**src/rtl/sensor_hub_pkg.sv**
```systemverilog
// constants, field layout and carrier struct of the hub config bank
// assumes one AXI4-Lite slave, byte address = 4 * register index
package sensor_hub_pkg;
  // register indices
  localparam logic [3:0] IDX_STATUS   = 4'h0;
  localparam logic [3:0] IDX_HUB_CTRL = 4'h1;
  localparam logic [3:0] IDX_S2_REG   = 4'h6;
  localparam logic [3:0] IDX_S2_CFG   = 4'h7;
  localparam logic [3:0] IDX_S3_ADDR  = 4'h8;
  localparam logic [3:0] IDX_S3_REG   = 4'h9;
  localparam logic [3:0] IDX_S3_CFG   = 4'ha;
  localparam logic [3:0] IDX_S4_ADDR  = 4'hb;
  localparam logic [3:0] IDX_S4_REG   = 4'hc;
  localparam logic [3:0] IDX_S4_CFG   = 4'hd;
  localparam logic [3:0] IDX_S1_BYTE  = 4'he;
  // field positions
  localparam int unsigned IDX_LSB      = 2;
  localparam int unsigned CFG_RATE_LSB = 6;
  localparam int unsigned ADDR_EN_BIT  = 0;
  localparam int unsigned ADDR_LSB     = 1;
  localparam int unsigned CTRL_READ    = 0;
  localparam int unsigned CTRL_SRC     = 3;
  localparam int unsigned CTRL_USED    = 4;
  // reset value and bus answers
  localparam logic [7:0] REG_RESET   = 8'h00;
  localparam logic [1:0] RESP_OKAY   = 2'h0;
  localparam logic [1:0] RESP_SLVERR = 2'h2;

  // configuration handed to the hub engine
  typedef struct packed {
    logic [6:0] sensor3_target_addr;
    logic [6:0] sensor4_target_addr;
    logic [7:0] sensor2_register_pointer;
    logic [7:0] sensor3_register_pointer;
    logic [7:0] sensor4_register_pointer;
    logic [2:0] sensor2_read_count;
    logic [2:0] sensor3_read_count;
    logic [2:0] sensor4_read_count;
    logic [7:0] write_or_condition_byte;
    logic       sensor1_read;
    logic       source_mode;
    logic [1:0] sensors_used;
  } hub_cfg_s;
endpackage

```
**src/rtl/sensor_hub_cfg.sv**
```systemverilog
// sensor hub configuration bank with trigger decimation
// assumes an AXI4-Lite master on mclk_i and an async hub trigger pin
//
// Added by the designer: the AXI4-Lite register port.
`timescale 1ns/1ns
module sensor_hub_cfg #(
  parameter int unsigned ADDR_W = 8
) (
  // clock and reset
  input  wire logic              mclk_i,
  input  wire logic              rst_n_i,
  // axi write address and data
  input  wire logic [ADDR_W-1:0] axi_awaddr_i,
  input  wire logic              axi_awvalid_i,
  output logic                   axi_awready_o,
  input  wire logic [31:0]       axi_wdata_i,
  input  wire logic [3:0]        axi_wstrb_i,
  input  wire logic              axi_wvalid_i,
  output logic                   axi_wready_o,
  // axi write response
  output logic [1:0]             axi_bresp_o,
  output logic                   axi_bvalid_o,
  input  wire logic              axi_bready_i,
  // axi read
  input  wire logic [ADDR_W-1:0] axi_araddr_i,
  input  wire logic              axi_arvalid_i,
  output logic                   axi_arready_o,
  output logic [31:0]            axi_rdata_o,
  output logic [1:0]             axi_rresp_o,
  output logic                   axi_rvalid_o,
  input  wire logic              axi_rready_i,
  // hub side
  input  wire logic              trigger_i,
  input  wire logic [7:0]        cond_byte_i,
  output logic [3:0]             sensor_due_o,
  output sensor_hub_pkg::hub_cfg_s cfg_o
);

  typedef struct packed {
    logic [15:0][7:0] regs;
    logic             aw_held;
    logic [3:0]       aw_idx;
    logic             w_held;
    logic [7:0]       w_byte;
    logic             w_strb;
    logic             bvalid;
    logic [1:0]       bresp;
    logic             rvalid;
    logic [31:0]      rdata;
    logic [1:0]       rresp;
    logic             trg_meta;
    logic             trg_sync;
    logic             trg_prev;
    logic [2:0][2:0]  cnt;
    logic [3:0]       due;
    logic [3:0]       last_due;
  } state_s;

  state_s     s;
  state_s     next_s;
  logic       aw_go;
  logic       w_go;
  logic       ar_go;
  logic       wr_fire;
  logic [3:0] wr_idx;
  logic [7:0] wr_byte;
  logic       wr_strb;
  logic [3:0] rd_idx;
  logic       trg_edge;
  logic [1:0] used;
  logic       s1_read;
  logic       s1_src;

  // indices software may write
  function automatic logic writable(input logic [3:0] idx);
    writable = (idx == sensor_hub_pkg::IDX_HUB_CTRL) ||
               ((idx >= sensor_hub_pkg::IDX_S2_REG) &&
                (idx <= sensor_hub_pkg::IDX_S1_BYTE));
  endfunction

  // rate code to counter mask
  function automatic logic [2:0] rate_mask(input logic [1:0] rate);
    unique case (rate)
      2'h0: rate_mask = 3'h0;
      2'h1: rate_mask = 3'h1;
      2'h2: rate_mask = 3'h3;
      2'h3: rate_mask = 3'h7;
    endcase
  endfunction

  // config register index of sensor k+2
  function automatic logic [3:0] cfg_idx(input int k);
    unique case (k)
      0:       cfg_idx = sensor_hub_pkg::IDX_S2_CFG;
      1:       cfg_idx = sensor_hub_pkg::IDX_S3_CFG;
      default: cfg_idx = sensor_hub_pkg::IDX_S4_CFG;
    endcase
  endfunction

  // handshakes and write merge
  assign axi_awready_o = !s.aw_held && !s.bvalid;
  assign axi_wready_o  = !s.w_held && !s.bvalid;
  assign axi_arready_o = !s.rvalid;
  assign aw_go   = axi_awvalid_i && axi_awready_o;
  assign w_go    = axi_wvalid_i && axi_wready_o;
  assign ar_go   = axi_arvalid_i && axi_arready_o;
  assign wr_idx  = s.aw_held ? s.aw_idx
                 : axi_awaddr_i[sensor_hub_pkg::IDX_LSB +: 4];
  assign wr_byte = s.w_held ? s.w_byte : axi_wdata_i[7:0];
  assign wr_strb = s.w_held ? s.w_strb : axi_wstrb_i[0];
  assign wr_fire = (s.aw_held || aw_go) && (s.w_held || w_go) && !s.bvalid;
  assign rd_idx  = axi_araddr_i[sensor_hub_pkg::IDX_LSB +: 4];
  assign trg_edge = s.trg_sync && !s.trg_prev;

  // hub control fields
  assign used    = s.regs[sensor_hub_pkg::IDX_HUB_CTRL]
                         [sensor_hub_pkg::CTRL_USED +: 2];
  assign s1_read = s.regs[sensor_hub_pkg::IDX_HUB_CTRL]
                         [sensor_hub_pkg::CTRL_READ];
  assign s1_src  = s.regs[sensor_hub_pkg::IDX_HUB_CTRL]
                         [sensor_hub_pkg::CTRL_SRC];

  // bus outputs from flops
  assign axi_bvalid_o = s.bvalid;
  assign axi_bresp_o  = s.bresp;
  assign axi_rvalid_o = s.rvalid;
  assign axi_rdata_o  = s.rdata;
  assign axi_rresp_o  = s.rresp;
  assign sensor_due_o = s.due;

  // configuration carried to the hub engine
  always_comb begin
    cfg_o.sensor3_target_addr =
      s.regs[sensor_hub_pkg::IDX_S3_ADDR][7:sensor_hub_pkg::ADDR_LSB];
    cfg_o.sensor4_target_addr =
      s.regs[sensor_hub_pkg::IDX_S4_ADDR][7:sensor_hub_pkg::ADDR_LSB];
    cfg_o.sensor2_register_pointer =
      s.regs[sensor_hub_pkg::IDX_S2_REG];
    cfg_o.sensor3_register_pointer =
      s.regs[sensor_hub_pkg::IDX_S3_REG];
    cfg_o.sensor4_register_pointer =
      s.regs[sensor_hub_pkg::IDX_S4_REG];
    cfg_o.sensor2_read_count = s.regs[sensor_hub_pkg::IDX_S2_CFG][2:0];
    cfg_o.sensor3_read_count = s.regs[sensor_hub_pkg::IDX_S3_CFG][2:0];
    cfg_o.sensor4_read_count = s.regs[sensor_hub_pkg::IDX_S4_CFG][2:0];
    cfg_o.write_or_condition_byte =
      s.regs[sensor_hub_pkg::IDX_S1_BYTE];
    cfg_o.sensor1_read = s1_read;
    cfg_o.source_mode  = s1_src;
    cfg_o.sensors_used = used;
  end

  // next state: bus slave, trigger sync, decimation
  always_comb begin
    next_s = s;
    if (aw_go) begin
      next_s.aw_held = 1'b1;
      next_s.aw_idx  = axi_awaddr_i[sensor_hub_pkg::IDX_LSB +: 4];
    end
    if (w_go) begin
      next_s.w_held = 1'b1;
      next_s.w_byte = axi_wdata_i[7:0];
      next_s.w_strb = axi_wstrb_i[0];
    end
    if (wr_fire) begin
      next_s.aw_held = 1'b0;
      next_s.w_held  = 1'b0;
      next_s.bvalid  = 1'b1;
      next_s.bresp   = writable(wr_idx) ? sensor_hub_pkg::RESP_OKAY
                                        : sensor_hub_pkg::RESP_SLVERR;
      // middle config bits stored as written
      if (writable(wr_idx) && wr_strb) begin
        next_s.regs[wr_idx] = wr_byte;
      end
    end else if (s.bvalid && axi_bready_i) begin
      next_s.bvalid = 1'b0;
    end
    if (ar_go) begin
      next_s.rvalid = 1'b1;
      next_s.rresp  = sensor_hub_pkg::RESP_OKAY;
      next_s.rdata  = 32'h0;
      if (rd_idx == sensor_hub_pkg::IDX_STATUS) begin
        next_s.rdata[7:0] = {1'b0, s.cnt[0], s.last_due};
      end else if (writable(rd_idx)) begin
        next_s.rdata[7:0] = s.regs[rd_idx];
      end else begin
        next_s.rresp = sensor_hub_pkg::RESP_SLVERR;
      end
    end else if (s.rvalid && axi_rready_i) begin
      next_s.rvalid = 1'b0;
    end
    // two-flop sync then edge find
    next_s.trg_meta = trigger_i;
    next_s.trg_sync = s.trg_meta;
    next_s.trg_prev = s.trg_sync;
    next_s.due = 4'h0;
    if (trg_edge) begin
      // sensor one runs unless a source-mode read sees zero
      next_s.due[0] = !(s1_read && s1_src &&
                        (cond_byte_i == 8'h00));
      for (int k = 0; k < 3; k++) begin
        next_s.cnt[k] = s.cnt[k] + 3'h1;
        next_s.due[k+1] =
          (int'(used) >= k + 1) &&
          ((s.cnt[k] & rate_mask(s.regs[cfg_idx(k)]
             [sensor_hub_pkg::CFG_RATE_LSB +: 2])) == 3'h0);
      end
      next_s.due[2] = next_s.due[2] &&
        s.regs[sensor_hub_pkg::IDX_S3_ADDR]
              [sensor_hub_pkg::ADDR_EN_BIT];
      next_s.due[3] = next_s.due[3] &&
        s.regs[sensor_hub_pkg::IDX_S4_ADDR]
              [sensor_hub_pkg::ADDR_EN_BIT];
      next_s.last_due = next_s.due;
    end
  end

  // single state register
  always_ff @(posedge mclk_i or negedge rst_n_i) begin
    if (!rst_n_i) begin
      s <= '0;
    end else begin
      s <= next_s;
    end
  end

  // bus answers hold until taken
  a_bresp_hold: assert property (@(posedge mclk_i) disable iff (!rst_n_i)
    s.bvalid && !axi_bready_i |=> s.bvalid && $stable(s.bresp))
    else $error("write response dropped early");
  a_rdata_hold: assert property (@(posedge mclk_i) disable iff (!rst_n_i)
    s.rvalid && !axi_rready_i |=> s.rvalid && $stable(s.rdata))
    else $error("read data dropped early");

  a_rate_none: assert property (
    @(posedge mclk_i) disable iff (!rst_n_i)
    trg_edge && used != 2'h0 &&
    s.regs[sensor_hub_pkg::IDX_S2_CFG][7:6] == 2'h0 |=> sensor_due_o[1])
    else $error("undecimated sensor two read missed");
  a_rate_skip: assert property (
    @(posedge mclk_i) disable iff (!rst_n_i)
    trg_edge && s.cnt[0][0] &&
    s.regs[sensor_hub_pkg::IDX_S2_CFG][7:6] != 2'h0 |=> !sensor_due_o[1])
    else $error("decimated read not skipped");
  a_cnt_step: assert property (
    @(posedge mclk_i) disable iff (!rst_n_i)
    trg_edge |=> s.cnt[2] == 3'($past(s.cnt[2]) + 3'h1))
    else $error("trigger counter did not step");
  a_count_write: assert property (
    @(posedge mclk_i) disable iff (!rst_n_i)
    wr_fire && wr_strb && wr_idx == sensor_hub_pkg::IDX_S3_CFG
    |=> cfg_o.sensor3_read_count == $past(wr_byte[2:0]))
    else $error("read count not stored");
  a_addr_write: assert property (
    @(posedge mclk_i) disable iff (!rst_n_i)
    wr_fire && wr_strb && wr_idx == sensor_hub_pkg::IDX_S4_ADDR
    |=> cfg_o.sensor4_target_addr == $past(wr_byte[7:1]))
    else $error("bus address not stored");
  a_s3_off: assert property (
    @(posedge mclk_i) disable iff (!rst_n_i)
    trg_edge && !s.regs[sensor_hub_pkg::IDX_S3_ADDR][0] |=> !sensor_due_o[2])
    else $error("disabled sensor three read");
  a_s4_off: assert property (
    @(posedge mclk_i) disable iff (!rst_n_i)
    trg_edge && !s.regs[sensor_hub_pkg::IDX_S4_ADDR][0] |=> !sensor_due_o[3])
    else $error("disabled sensor four read");
  a_ptr_write: assert property (
    @(posedge mclk_i) disable iff (!rst_n_i)
    wr_fire && wr_strb && wr_idx == sensor_hub_pkg::IDX_S3_REG
    |=> cfg_o.sensor3_register_pointer == $past(wr_byte))
    else $error("register pointer not stored");
  a_s2_ptr_read: assert property (
    @(posedge mclk_i) disable iff (!rst_n_i)
    ar_go && rd_idx == sensor_hub_pkg::IDX_S2_REG
    |=> s.rvalid && s.rdata[7:0] == $past(s.regs[sensor_hub_pkg::IDX_S2_REG]))
    else $error("sensor two pointer read wrong");
  a_byte_write: assert property (
    @(posedge mclk_i) disable iff (!rst_n_i)
    wr_fire && wr_strb && wr_idx == sensor_hub_pkg::IDX_S1_BYTE
    |=> cfg_o.write_or_condition_byte == $past(wr_byte))
    else $error("write byte not stored");
  a_write_op: assert property (
    @(posedge mclk_i) disable iff (!rst_n_i)
    trg_edge && !s1_read |=> sensor_due_o[0])
    else $error("sensor one write skipped");
  a_src_abort: assert property (
    @(posedge mclk_i) disable iff (!rst_n_i)
    trg_edge && s1_read && s1_src && cond_byte_i == 8'h00
    |=> !sensor_due_o[0])
    else $error("source mode did not abort");
  a_one_sensor: assert property (
    @(posedge mclk_i) disable iff (!rst_n_i)
    trg_edge && used == 2'h0 |=> sensor_due_o[3:1] == 3'h0)
    else $error("extra sensor read with count one");

  // decimation, gating, source-mode and config write guards
  a_rate_due: assert property (
    @(posedge mclk_i) disable iff (!rst_n_i)
    trg_edge && used == 2'h3 && s.regs[sensor_hub_pkg::IDX_S4_ADDR][0] &&
    s.cnt[2] == 3'h0 |=> sensor_due_o[3])
    else $error("counter at zero but sensor four not due");
  a_rate_four: assert property (
    @(posedge mclk_i) disable iff (!rst_n_i)
    trg_edge && s.regs[sensor_hub_pkg::IDX_S3_CFG][7:6] == 2'h2 &&
    s.cnt[1][1:0] != 2'h0 |=> !sensor_due_o[2])
    else $error("sensor three read off the four ratio");
  a_due_idle: assert property (
    @(posedge mclk_i) disable iff (!rst_n_i)
    !trg_edge |=> sensor_due_o == 4'h0)
    else $error("read due without a trigger");
  a_src_go: assert property (
    @(posedge mclk_i) disable iff (!rst_n_i)
    trg_edge && s1_read && s1_src && cond_byte_i != 8'h00
    |=> sensor_due_o[0])
    else $error("source mode read dropped on nonzero value");
  a_two_sensor: assert property (
    @(posedge mclk_i) disable iff (!rst_n_i)
    trg_edge && used == 2'h1 |=> sensor_due_o[3:2] == 2'h0)
    else $error("extra sensor read with count two");
  a_s2_count: assert property (
    @(posedge mclk_i) disable iff (!rst_n_i)
    wr_fire && wr_strb && wr_idx == sensor_hub_pkg::IDX_S2_CFG
    |=> cfg_o.sensor2_read_count == $past(wr_byte[2:0]))
    else $error("sensor two read count not stored");
  a_s3_addr: assert property (
    @(posedge mclk_i) disable iff (!rst_n_i)
    wr_fire && wr_strb && wr_idx == sensor_hub_pkg::IDX_S3_ADDR
    |=> cfg_o.sensor3_target_addr == $past(wr_byte[7:1]))
    else $error("sensor three bus address not stored");
  a_s4_ptr: assert property (
    @(posedge mclk_i) disable iff (!rst_n_i)
    wr_fire && wr_strb && wr_idx == sensor_hub_pkg::IDX_S4_REG
    |=> cfg_o.sensor4_register_pointer == $past(wr_byte))
    else $error("sensor four register pointer not stored");

  // bus refusals and strobe-less writes leave the bank untouched
  a_bad_write: assert property (@(posedge mclk_i) disable iff (!rst_n_i)
    wr_fire && !writable(wr_idx)
    |=> s.bresp == sensor_hub_pkg::RESP_SLVERR && $stable(s.regs))
    else $error("unmapped write accepted");
  a_strb_off: assert property (@(posedge mclk_i) disable iff (!rst_n_i)
    wr_fire && !wr_strb |=> $stable(s.regs))
    else $error("write without strobe changed a register");
  a_bad_read: assert property (@(posedge mclk_i) disable iff (!rst_n_i)
    ar_go && rd_idx != sensor_hub_pkg::IDX_STATUS && !writable(rd_idx)
    |=> s.rresp == sensor_hub_pkg::RESP_SLVERR && s.rdata == 32'h0)
    else $error("unmapped read not refused");

endmodule

```
**config.mk**
```make
export PLATFORM = sky130hd
export DESIGN_NAME = sensor_hub_cfg
export DESIGN_NICKNAME = d
export VERILOG_FILES = /design/src/rtl/sensor_hub_pkg.sv /design/src/rtl/sensor_hub_cfg.sv
export SDC_FILE = /design/constraint.sdc
export NUM_CORES = 1
export LEC_CHECK = 0
export ABC_AREA = 1
export ABC_CLOCK_PERIOD_IN_PS = 4240
export BUFFER_PORTS_ARGS = -buffer_cell sky130_fd_sc_hd__buf_2
export CAP_MARGIN = 0
export CORE_AREA = 2 2 148 150
export CTS_CLUSTER_DIAMETER = 200
export CTS_CLUSTER_SIZE = 28
export DETAILED_ROUTE_END_ITERATION = 7
export DIE_AREA = 0 0 150 152
export GPL_ROUTABILITY_DRIVEN = 0
export GPL_TIMING_DRIVEN = 1
export PLACE_DENSITY_LB_ADDON = 0.08
export SLEW_MARGIN = 20
export SYNTH_ARGS = -nofsm -noshare
export SYNTH_HDL_FRONTEND = slang
export SYNTH_SLANG_ARGS = --single-unit
```
**constraint.sdc**
```tcl
create_clock -name mclk_i -period 4.24 [get_ports mclk_i]
set_clock_uncertainty 0.05 [all_clocks]
set_input_delay 0 -clock mclk_i [delete_from_list [all_inputs] [get_ports mclk_i]]
set_output_delay 0 -clock mclk_i [all_outputs]
set_load 0.005 [all_outputs]
```
==> qor.log, run 1 <==
[sta] final hold vios 0
[layout] Multi-input gate area 3240 um^2
[placed_design] Post-DP HPWL 16.7 mm
[drt] number of DRC violations after detailed-routing iteration 0 477
[global_routing] maximum number of pins on one net before global-route repair 109
[clock_network] Clk Latency, worst-skew pair 0.43 ns
[clock_network] count of buffers added by post-CTS timing repair for setup 0
[layout] fin util 45.8%
[worst_setup_path] path type of the worst setup path reg -> reg
[worst_setup_path] Max stage delay on crit path 0.79 ns
[layout] # nets final 1182
[sta] Achievable Freq 368 MHz
[floorplan] I/O pin count 172
[synthesis] ranking of synthesized cells by area dfrtp_1 49%, nand2_1 14%, buf_4 8.4%, nand4_1 5.7%, inv_1 3.0%
[sta] summed negative setup slack over all endpoints 0 ns
[sta] number of setup violations in the final report 0
[clock_network] Root Driver clkbuf_16
[sta] post-route clock period utilization 64.0%
[layout] Area Growth Syn to Fin 8.94%
[worst_setup_path] data arrival time of the critical path 2.99 ns
[worst_setup_path] cells along the critical path o21ai_4 > buf_4 > nand4_1 > nand2_1 > nand2_1
[worst_setup_path] Top Family by Delay on Critical Path compound AO/OA/AOI/OAI gates
[layout] combined flip-flop and latch cell area 4380 um^2
[pwr] Leak Pwr 5.15 nW
[synthesis] predominant post-synthesis flop cell dfrtp_1
[worst_setup_path] required time of the critical path 4.51 ns
[run_status] outcome finished, final reports clean
[floorplan] Horiz. Die Dim 150 um
[drt] count of TritonRoute iterations in the first routing pass 5
[synthesis] adder-cell share of the synthesized area 0.418%
[hold_path] path category of the worst min-delay check in -> reg
[sta] worst-case setup margin in the final layout 1.52 ns
[synthesis] dominant cell type by area after synthesis dfrtp_1
[layout] fraction of layout cells with a size suffix above 1 16.5%
[clock_network] clock transition at the registers of the reported paths 0.07 ns
[synthesis] combinational family with the most area after synthesis simple AND/OR/NAND/NOR gates
[sta] post-layout minimum cycle time 2.72 ns
[drt] antenna-violating nets left 0
[synthesis] Syn Std Cell Area 8980 um^2
[floorplan] row count 54
[synthesis] share of Yosys cell area claimed by the top area cell type 48.8%
[worst_setup_path] worst-path maximum fanout 32
[synthesis] area share of and/or/nand/nor cells after synthesis 26.9%
[global_routing] gr usage total 22.5%
[global_routing] number of antenna violations at the first check in global routing 0
[clock_network] total clock buffers created by CTS 17
[worst_setup_path] Worst Setup End Kind register
[clock_network] number of levels the H-tree was split into 4
[synthesis] number of flops mapped to enable cells by yosys 0
[floorplan] floorplan die area 22800 um^2
[worst_setup_path] cell at the slowest stage of the critical path o21ai_4
[clock_network] number of buffers on the longest clock path 2
[clock_network] number of sinks driven by the clock tree 175
[job] Max Cap Violations 0
[global_routing] vias in the first global route 6642
[pwr] peak ir drop on the vdd network 0.319 mV
[drt] total number of vias 7024
[floorplan] initial cell density of the core 42.0%
[synthesis] proportion of synthesized area in mux cells 1.00%
[drt] Detailed Route WL 24.9 mm
[synthesis] area share of xor/xnor cells in the synthesized design 0.585%
[sta] Slew @ Worst Pin 0.905 ns
[pwr] total power of the final layout 5.89 mW
[placed_design] Port Buf Inserts 110
[layout] Fillers 2222
[synthesis] count of different cell masters after synthesis 36
[sta] setup repair after global routing missed its margin false
[synthesis] Synth async-reset ratio 100%
[sta] Slew Viols, Final 0
[sta] headroom to the max-slew limit 39.4%
[drt] remaining routing DRC violations 0
[drt] routed via count divided by cell count 5.00
[synthesis] fraction of the mapped netlist area in compound gates 5.99%
[placed_design] dpl ws 1.59 ns
[synthesis] Seq/Total Area, Yosys 48.8%
[pwr] power density of the placed cells 603 nW/um^2
[clock_network] clock tree from TritonCTS yes
[synthesis] gate count after technology mapping 1109
[global_routing] final global-route overflow total 0
[worst_setup_path] cell occurring most often along the worst timing path nand2_1
[floorplan] vertical extent of the die 152 um
[floorplan] total core area 21400 um^2
[worst_setup_path] Crit path buffers/inverters 1
[drt] routed wirelength normalized by instance count 17.7 um
[synthesis] number of warnings reported in the yosys synthesis log 0
[synthesis] average cell area after synthesis 8.09 um^2
[worst_setup_path] crit start category register
[global_routing] global-route wire length before repair 39.2 mm
[synthesis] flip-flop and latch count after synthesis 175
## layout by cell type (no fill, tap or decap), types with 3 or more instances in the layout
| cell | netlist | final |
|---|---|---|
| o211ai_1 | 8 | 8 |
| clkbuf_8 | 0 | 6 |
| o21ai_1 | 10 | 10 |
| clkbuf_16 | 0 | 17 |
| inv_2 | 9 | 9 |
| nor2_1 | 59 | 59 |
| a21oi_1 | 22 | 22 |
| conb_1 | 1 | 26 |
| nand4_1 | 82 | 82 |
| clkinvlp_4 | 0 | 3 |
| dlygate4sd3_1 | 0 | 27 |
| ha_1 | 3 | 3 |
| mux2_2 | 8 | 8 |
| nand3_1 | 50 | 50 |
| nand2_2 | 3 | 3 |
| or2_1 | 7 | 7 |
| dfrtp_1 | 175 | 175 |
| buf_2 | 10 | 109 |
| o21ai_0 | 51 | 51 |
| nand2_1 | 327 | 327 |
| inv_1 | 72 | 72 |
| clkinv_4 | 0 | 3 |
| nor2_2 | 10 | 10 |
| buf_4 | 100 | 9 |
| xor2_1 | 4 | 4 |
| nor3_1 | 3 | 3 |
## power by group
part	internal [mW]	switching, mW	total (mW)
clock network	0.888	0.667	1.56
registers	2.06	0.383	2.44
logic	0.638	1.26	1.90
## stage by stage
step	hold slack [ns]	cells	area [um^2]
6_report	0.0452	1404	9780
5_1_grt	0.0754	1403	9780
4_1_cts	0.0291	1403	9770
3_5_place_dp	0.0662	1345	8920
3_3_place_gp	0.0600	1345	8920
2_1_floorplan	-0.346	1134	9070
## worst paths after layout
| check | from | to | slack [ns] | cells after the start |
|---|---|---|---|---|
| max in group asynchronous | rst_n_i | s[11]$_DFFE_PN0P_ | 2.89 | 3 |
| worst min register to register | next_s[18]$_DFF_PN0_ | next_s[17]$_DFF_PN0_ | 0.30 | 0 |
| worst min-delay path | axi_araddr_i[5] | axi_rdata_o[7]$_DFFE_PN0P_ | 0.05 | 4 |
| worst max-delay path | s[67]$_DFFE_PN0P_ | s[181]$_DFFE_PN0P_ | 1.52 | 5 |
| min in group asynchronous | rst_n_i | axi_bresp_o[1]$_DFFE_PN0P_ | 0.21 | 2 |
| worst max register to register | s[67]$_DFFE_PN0P_ | s[181]$_DFFE_PN0P_ | 1.52 | 5 |
## sequential cells by signal, summed over array words and instances, names as in the netlist
| signal | flops |
|---|---|
| s | 98 |
| cfg_o | 59 |
| axi_rdata_o | 8 |
| sensor_due_o | 4 |
| next_s | 2 |
| axi_bresp_o | 1 |
| axi_bvalid_o | 1 |
| axi_rresp_o | 1 |
| axi_rvalid_o | 1 |
## cell families (layout without fill, tap and decap cells)
group	count (synthesis)	after routing
AND/OR/NAND/NOR	547	547
buffers and inverters	271	260
flip-flops	175	175
AO/OA/AOI/OAI	98	98
multiplexers	8	8
XOR/XNOR	6	6
adder cells (fa/ha/maj)	3	3
other	1	27
## synth_stat cells (10+ instances only)
| master | n |
|---|---|
| dfrtp_1 | 175 |
| nor2_1 | 59 |
| o21ai_0 | 51 |
| inv_1 | 72 |
| nor2_2 | 10 |
| clkbuf_1 | 61 |
| a21oi_1 | 22 |
| o21ai_1 | 10 |
| buf_4 | 100 |
| buf_2 | 10 |
| nand3_1 | 50 |
| nand2_1 | 327 |
| nand4_1 | 82 |
| buf_1 | 11 |
## tightest hold or removal path, cell delays in order
cell	delay [ns]
buf_2	0.18
nand3_1	0.14
nand3b_1	0.11
nand2_1	0.07
## layout make-up
type                    instances  area share (%)
clock inverters                 7           0.806
inverters                      82            3.15
diodes                          1          0.0256
repair buffers                147            9.38
flip-flops and latches        175            44.8
multi-input cells             688            33.1
clock buffers                  24            5.13
well taps                     280            3.58
## per-layer routing
layer / global-route usage, % / vias up / part of all wire, %
li1: - / 3448 / -
met1: 33.1 / 3326 / 48
met2: 33.9 / 224 / 45
met3: 3.63 / 26 / 5.8
met4: 7.14 / 0 / 1.9
met5: 0 / - / 0
## repair_timing
item / 4_1_cts / 5_1_grt
gates resized for setup: 0 / 0
hold buffers: 27 / 0
hold endpoints to repair: 135 / 0
Power figures use the tool's default switching activity.
==> run 2, diff against run 1 <==
- ABC_CLOCK_PERIOD_IN_PS: 4240 -> 2700
- clock period: 4.24 -> 2.7 ns (I/O delays scaled with it)
==> qor.log, run 2 (same netlist as run 1, synthesis figures left out) <==
[global_routing] global-route wire length before repair 39.5 mm
[placed_design] Post-DP HPWL 17.1 mm
[clock_network] count of buffers added by post-CTS timing repair for setup 0
[clock_network] number of hold-repair buffers added at the cts stage 27
[sta] worst-case setup margin in the final layout 0.573 ns
[drt] number of DRC violations after detailed-routing iteration 0 644
[floorplan] row count 54
[layout] Area Growth Syn to Fin 11.4%
[layout] number of flip-flops in the largest register 98
[drt] routed wirelength normalized by instance count 17.5 um
[global_routing] gr usage total 22.7%
[drt] Detailed Route WL 25.1 mm
[floorplan] Horiz. Die Dim 150 um
[worst_setup_path] Worst Setup End Kind register
[worst_setup_path] Top Family by Delay on Critical Path simple AND/OR/NAND/NOR gates
[worst_setup_path] cells along the critical path inv_1 > nand2_1 > nand2_1 > inv_1 > nand4_2 > nand2_1 > nand4_1 > buf_4 > nand2_1 > nand2_1
[sta] Slew @ Worst Pin 0.631 ns
[global_routing] final global-route overflow total 0
[clock_network] number of sinks driven by the clock tree 175
[sta] post-route clock period utilization 78.8%
[clock_network] number of levels the H-tree was split into 4
[global_routing] vias in the first global route 6643
[drt] routed via count divided by cell count 4.97
[layout] Fillers 2171
[worst_setup_path] beginning of the critical path s[72]$_DFFE_PN0P_
[global_routing] number of antenna violations at the first check in global routing 0
[worst_setup_path] path type of the worst setup path reg -> reg
[floorplan] I/O pin count 172
[drt] remaining routing DRC violations 0
[drt] total number of vias 7129
[job] Max Cap Violations 0
[layout] # nets final 1213
[sta] Slew Viols, Final 0
[hold_path] worst min-delay path startpoint axi_wvalid_i
[placed_design] dpl ws 0.583 ns
[drt] count of TritonRoute iterations in the first routing pass 5
[worst_setup_path] Crit path buffers/inverters 3
[pwr] Leak Pwr 5.30 nW
[layout] most frequent standard cell in the layout excluding fill and tap cells nand2_1
[layout] number of standard cells in the layout, taps in and fillers out 1434
[pwr] power density of the placed cells 932 nW/um^2
[layout] most frequent cells in the layout 327 x nand2_1, 175 x dfrtp_1, 109 x buf_2
[placed_design] Port Buf Inserts 110
[clock_network] Root Driver clkbuf_16
[clock_network] Clk Latency, worst-skew pair 0.43 ns
[floorplan] total core area 21400 um^2
[worst_setup_path] crit start category register
[worst_setup_path] cell at the slowest stage of the critical path dfrtp_1
[worst_setup_path] worst reg2reg path startpoint s[72]$_DFFE_PN0P_
[pwr] peak ir drop on the vdd network 0.503 mV
[sta] final hold vios 0
[layout] fraction of layout cells with a size suffix above 1 18.8%
[sta] number of setup violations in the final report 0
[layout] diodes inserted 0
[worst_setup_path] Max stage delay on crit path 0.54 ns
[worst_setup_path] worst-path maximum fanout 11
[clock_network] number of instances resized during post-cts repair 0
[clock_network] clock transition at the registers of the reported paths 0.07 ns
[sta] setup repair after global routing missed its margin false
[run_status] outcome finished, final reports clean
[floorplan] initial cell density of the core 42.0%
[sta] Achievable Freq 470 MHz
[floorplan] floorplan die area 22800 um^2
[global_routing] maximum number of pins on one net before global-route repair 74
[drt] antenna-violating nets left 0
[worst_setup_path] cell occurring most often along the worst timing path nand2_1
[sta] summed negative setup slack over all endpoints 0 ns
[clock_network] number of buffers on the longest clock path 2
[hold_path] path category of the worst min-delay check in -> reg
[sta] post-layout minimum cycle time 2.13 ns
[clock_network] total clock buffers created by CTS 17
[layout] Top reg by flops s
[placed_design] cell total after placement 1376
[sta] headroom to the max-slew limit 57.8%
[worst_setup_path] required time of the critical path 2.96 ns
[clock_network] clock tree from TritonCTS yes
[worst_setup_path] data arrival time of the critical path 2.39 ns
[floorplan] vertical extent of the die 152 um
==> run 2: cell count changes in the layout (fill, tap and decap cells not counted) <==
cell      previous run  this run
buf_12               1         2
inv_6                0         2
buf_4                9        39
clkinv_4             3         2
clkbuf_1             2         1
inv_8                0         1
diode_2              1         0
buf_6                0         1
clkinv_2             0         2
clkbuf_8             6         2
==> run 2: worst register-to-register path, delay by kind of cell (launching register included) <==
family                 cells  cell delay [ns]
buffers and inverters      3             0.48
flip-flops                 1             0.54
AND/OR/NAND/NOR            7             0.95
==> run 2: final timing paths <==
path                                              endpoint  cells after the start  slack, ns
worst max register to register       cfg_o[57]$_DFFE_PN0P_                     10       0.57
max in group asynchronous               s[184]$_DFFE_PN0P_                      3       1.56
worst min register to register        next_s[17]$_DFF_PN0_                      0       0.30
worst min-delay path                     s[67]$_DFFE_PN0P_                      4       0.03
worst max-delay path                 cfg_o[57]$_DFFE_PN0P_                     10       0.57
min in group asynchronous       axi_bresp_o[1]$_DFFE_PN0P_                      2       0.08
==> run 2: per-layer routing <==
layer / up-vias / global-route usage [%] / part of all wire, %
met1: 3370 / 34.1 / 47
met5: - / 0 / 0
met4: 0 / 5.93 / 1.2
met3: 20 / 3.99 / 6.0
li1: 3498 / - / -
met2: 241 / 34.1 / 46
==> run 2: area by class of cell <==
type,instances,area (um^2),area share [%]
multi-input cells,688,3240,32.4
flip-flops and latches,175,4380,43.8
clock inverters,11,109,1.09
clock buffers,20,457,4.57
inverters,82,308,3.08
repair buffers,178,1160,11.6
well taps,280,350,3.50
==> run 2: power breakdown <==
part / switching (mW) / internal (mW)
clock: 1.08 / 1.33
sequential: 0.575 / 3.23
combinational: 2.01 / 1.10
==> run 2: stage by stage <==
step	utilization [%]	instance area [um^2]	hold WS (ns)	power, mW
floorplan	-	9070	-0.346	6.01
global placement	42.9	9170	-0.00829	6.86
detailed placement	42.9	9170	-0.00936	6.90
CTS	46.9	10000	0.00833	9.39
global route	46.9	10000	0.0271	9.93
finish	46.9	10000	0.0261	9.32
==> run 3, diff against run 2 <==
- ABC_AREA: 1 -> 0
- ABC_CLOCK_PERIOD_IN_PS: 2700 -> 2200
- CORE_AREA: 2 2 148 150 -> 2 2 130 132
- DIE_AREA: 0 0 150 152 -> 0 0 132 134
- clock period: 2.7 -> 2.2 ns (I/O delays scaled with it)
==> qor.log, run 3 <==
[floorplan] Horiz. Die Dim 132 um
[synthesis] ranking of synthesized cells by area dfrtp_1 49%, mux2_2 15%, buf_4 11%, mux4_2 3.3%, mux2i_1 2.8%
[clock_network] count of buffers added by post-CTS timing repair for setup 0
[worst_setup_path] worst-path maximum fanout 10
[global_routing] final global-route overflow total 0
[pwr] Net Switching 3.08 mW
[sta] post-route clock period utilization 93.7%
[synthesis] Syn Std Cell Area 6850 um^2
[synthesis] average cell area after synthesis 12.4 um^2
[placed_design] placement-stage cell area 7060 um^2
[sta] post-layout minimum cycle time 2.06 ns
[layout] most frequent cells in the layout 132 x dfrtp_1, 109 x buf_2, 94 x mux2_2
[floorplan] row count 47
[sta] Achievable Freq 485 MHz
[worst_setup_path] Top Family by Delay on Critical Path multiplexers
[synthesis] Synth async-reset ratio 100%
[worst_setup_path] required time of the critical path 2.46 ns
[layout] number of flip-flops in the largest register 59
[layout] Finished Cell Area 7870 um^2
[drt] routed via count divided by cell count 5.06
[pwr] power density of the placed cells 1210 nW/um^2
[sta] worst-case setup margin in the final layout 0.139 ns
[pwr] Clk pwr share 28.1%
[drt] highest metal layer used by the detailed router met4
[drt] number of DRC violations after detailed-routing iteration 0 248
[worst_setup_path] path type of the worst setup path reg -> reg
[clock_network] Clk Latency, worst-skew pair 0.42 ns
[floorplan] total core area 16300 um^2
[synthesis] Seq/Total Area, Yosys 48.6%
[worst_setup_path] cells along the critical path mux2i_2 > nor2b_1 > buf_4 > nand4_2 > mux2_2
[synthesis] gate count after technology mapping 551
[worst_setup_path] data arrival time of the critical path 2.32 ns
[sta] number of setup violations in the final report 0
[synthesis] count of different cell masters after synthesis 53
[sta] summed negative setup slack over all endpoints 0 ns
[clock_network] number of levels the H-tree was split into 4
[synthesis] share of Yosys cell area claimed by the top area cell type 48.6%
[placed_design] dpl ws 0.0609 ns
[worst_setup_path] Crit path buffers/inverters 1
[synthesis] top-count cell post-synth dfrtp_1
[synthesis] number of warnings reported in the yosys synthesis log 0
[job] Max Cap Violations 0
[clock_network] Root Driver clkbuf_16
[pwr] Leak Pwr 3.85 nW
[clock_network] total clock buffers created by CTS 17
[drt] count of TritonRoute iterations in the first routing pass 4
[layout] Fillers 1511
[sta] final hold vios 0
[layout] fraction of layout cells with a size suffix above 1 43.5%
[floorplan] I/O pin count 172
[global_routing] global-route wire length before repair 25.9 mm
[placed_design] Post-DP HPWL 11.7 mm
[clock_network] clock transition at the registers of the reported paths 0.06 ns
[worst_setup_path] Worst Setup End Kind register
[synthesis] number of flops mapped to enable cells by yosys 0
[placed_design] Port Buf Inserts 110
[drt] antenna-violating nets left 0
[clock_network] number of buffers on the longest clock path 2
[global_routing] maximum number of pins on one net before global-route repair 66
[sta] headroom to the max-slew limit 29.9%
[drt] remaining routing DRC violations 0
[synthesis] most used standard cells in the synthesized netlist 133 x dfrtp_1, 100 x buf_4, 94 x mux2_2, 22 x nor2_1, 19 x mux2i_1
[global_routing] number of antenna violations at the first check in global routing 0
[pwr] relative contribution of combinational cells to total power 30.2%
[worst_setup_path] cell at the slowest stage of the critical path dfrtp_2
[floorplan] vertical extent of the die 134 um
[synthesis] flip-flop and latch count after synthesis 133
[worst_setup_path] crit start category register
[layout] # nets final 697
[pwr] Internal 6.47 mW
[sta] Slew @ Worst Pin 1.04 ns
[drt] Detailed Route WL 16.6 mm
[pwr] peak ir drop on the vdd network 0.682 mV
[global_routing] gr usage total 19.7%
[pwr] net switching fraction of the power 32.2%
[floorplan] initial cell density of the core 42.0%
[drt] routed wirelength normalized by instance count 19.3 um
[layout] most frequent standard cell in the layout excluding fill and tap cells dfrtp_1
[pwr] fraction of power consumed by sequential logic 41.7%
[hold_path] path category of the worst min-delay check in -> async
[sta] Slew Viols, Final 0
[drt] total length of routed met2 wires 7.91 mm
[synthesis] predominant post-synthesis flop cell dfrtp_1
[floorplan] floorplan die area 17700 um^2
[run_status] outcome finished, final reports clean
[worst_setup_path] Max stage delay on crit path 0.48 ns
[clock_network] clock tree from TritonCTS yes
[layout] Area Growth Syn to Fin 15.0%
[layout] diodes inserted 0
[worst_setup_path] r2r setup slk 0.14 ns
[sta] setup repair after global routing missed its margin false
[global_routing] vias in the first global route 4346
[drt] total number of vias 4335
[synthesis] dominant cell type by area after synthesis dfrtp_1
[drt] met1 WL 7.41 mm
[clock_network] number of sinks driven by the clock tree 133
[drt] routed wire length on met3 913 um
## run 3: repair_timing
action / CTS / global route
hold buffers: 26 / 0
endpoints found under the setup margin: 0 / 24
endpoints found under the hold margin: 92 / 0
gates resized for setup: 0 / 1
## run 3: logic make-up after synthesis
family                   after synthesis  synth area share (%)
flip-flops                           133                  48.6
buffers and inverters                134                  13.2
XOR/XNOR                               6                 0.768
adder cells (fa/ha/maj)                3                 0.548
other                                  1                0.0548
AND/OR/NAND/NOR                       81                  7.15
AO/OA/AOI/OAI                         61                  6.62
multiplexers                         132                  23.0
## run 3: area by class of cell
cell class	instances	area, um^2	area share, %
Clock buffer	26	509	6.47
Clock inverter	4	45.0	0.572
Inverter	11	41.3	0.524
Multi-Input combinational cell	309	2710	34.4
Sequential cell	133	3330	42.3
Tap cell	220	275	3.50
Timing Repair Buffer	154	965	12.3
## run 3: per-layer routing
| layer | vias to the layer above | track usage (%) |
|---|---|---|
| met4 | 0 | 7.79 |
| met3 | 25 | 5.25 |
| met5 | - | 0 |
| met1 | 2189 | 26.0 |
| met2 | 130 | 30.9 |
| li1 | 1991 | - |
## run 3: final timing paths
kind / from / endpoint / cells after the start
max in group asynchronous: rst_n_i / cfg_o[30]$_DFFE_PN0P_ / 3
max: s[72]$_DFFE_PN0P_ / cfg_o[1]$_DFFE_PN0P_ / 5
max reg2reg: s[72]$_DFFE_PN0P_ / cfg_o[1]$_DFFE_PN0P_ / 5
min reg2reg: next_s[18]$_DFF_PN0_ / next_s[17]$_DFF_PN0_ / 0
min in group mclk_i: axi_araddr_i[4] / axi_rresp_o[1]$_DFFE_PN0P_ / 4
min: rst_n_i / cfg_o[37]$_DFFE_PN0P_ / 2
## run 3: power by group through the flow
| stage | Clock (mW) | Sequential, mW | Combinational (mW) |
|---|---|---|---|
| 3_3_place_gp | 0 | 3.99 | 2.82 |
| 2_1_floorplan | 0 | 3.76 | 2.44 |
| 3_5_place_dp | 0 | 4.02 | 2.89 |
| 5_1_grt | 2.85 | 4.11 | 3.17 |
| 6_report | 2.68 | 3.98 | 2.89 |
| 4_1_cts | 2.73 | 3.99 | 2.95 |
## run 3: worst reg2reg max path: stages (launching register included)
cell and delay [ns]:
dfrtp_2 0.48, mux2i_2 0.34, nor2b_1 0.19, buf_4 0.18, nand4_2 0.32, mux2_2 0.40
## run 3: metrics by stage
step	total power, mW	hold slack (ns)	util, %	cells
6_report	9.55	0.0936	48.3	857
5_1_grt	10.1	0.169	48.3	857
4_1_cts	9.66	0.126	48.3	857
3_5_place_dp	6.91	0.000613	43.3	801
3_3_place_gp	6.81	-0.00623	43.3	801
2_1_floorplan	6.20	-0.346	-	576
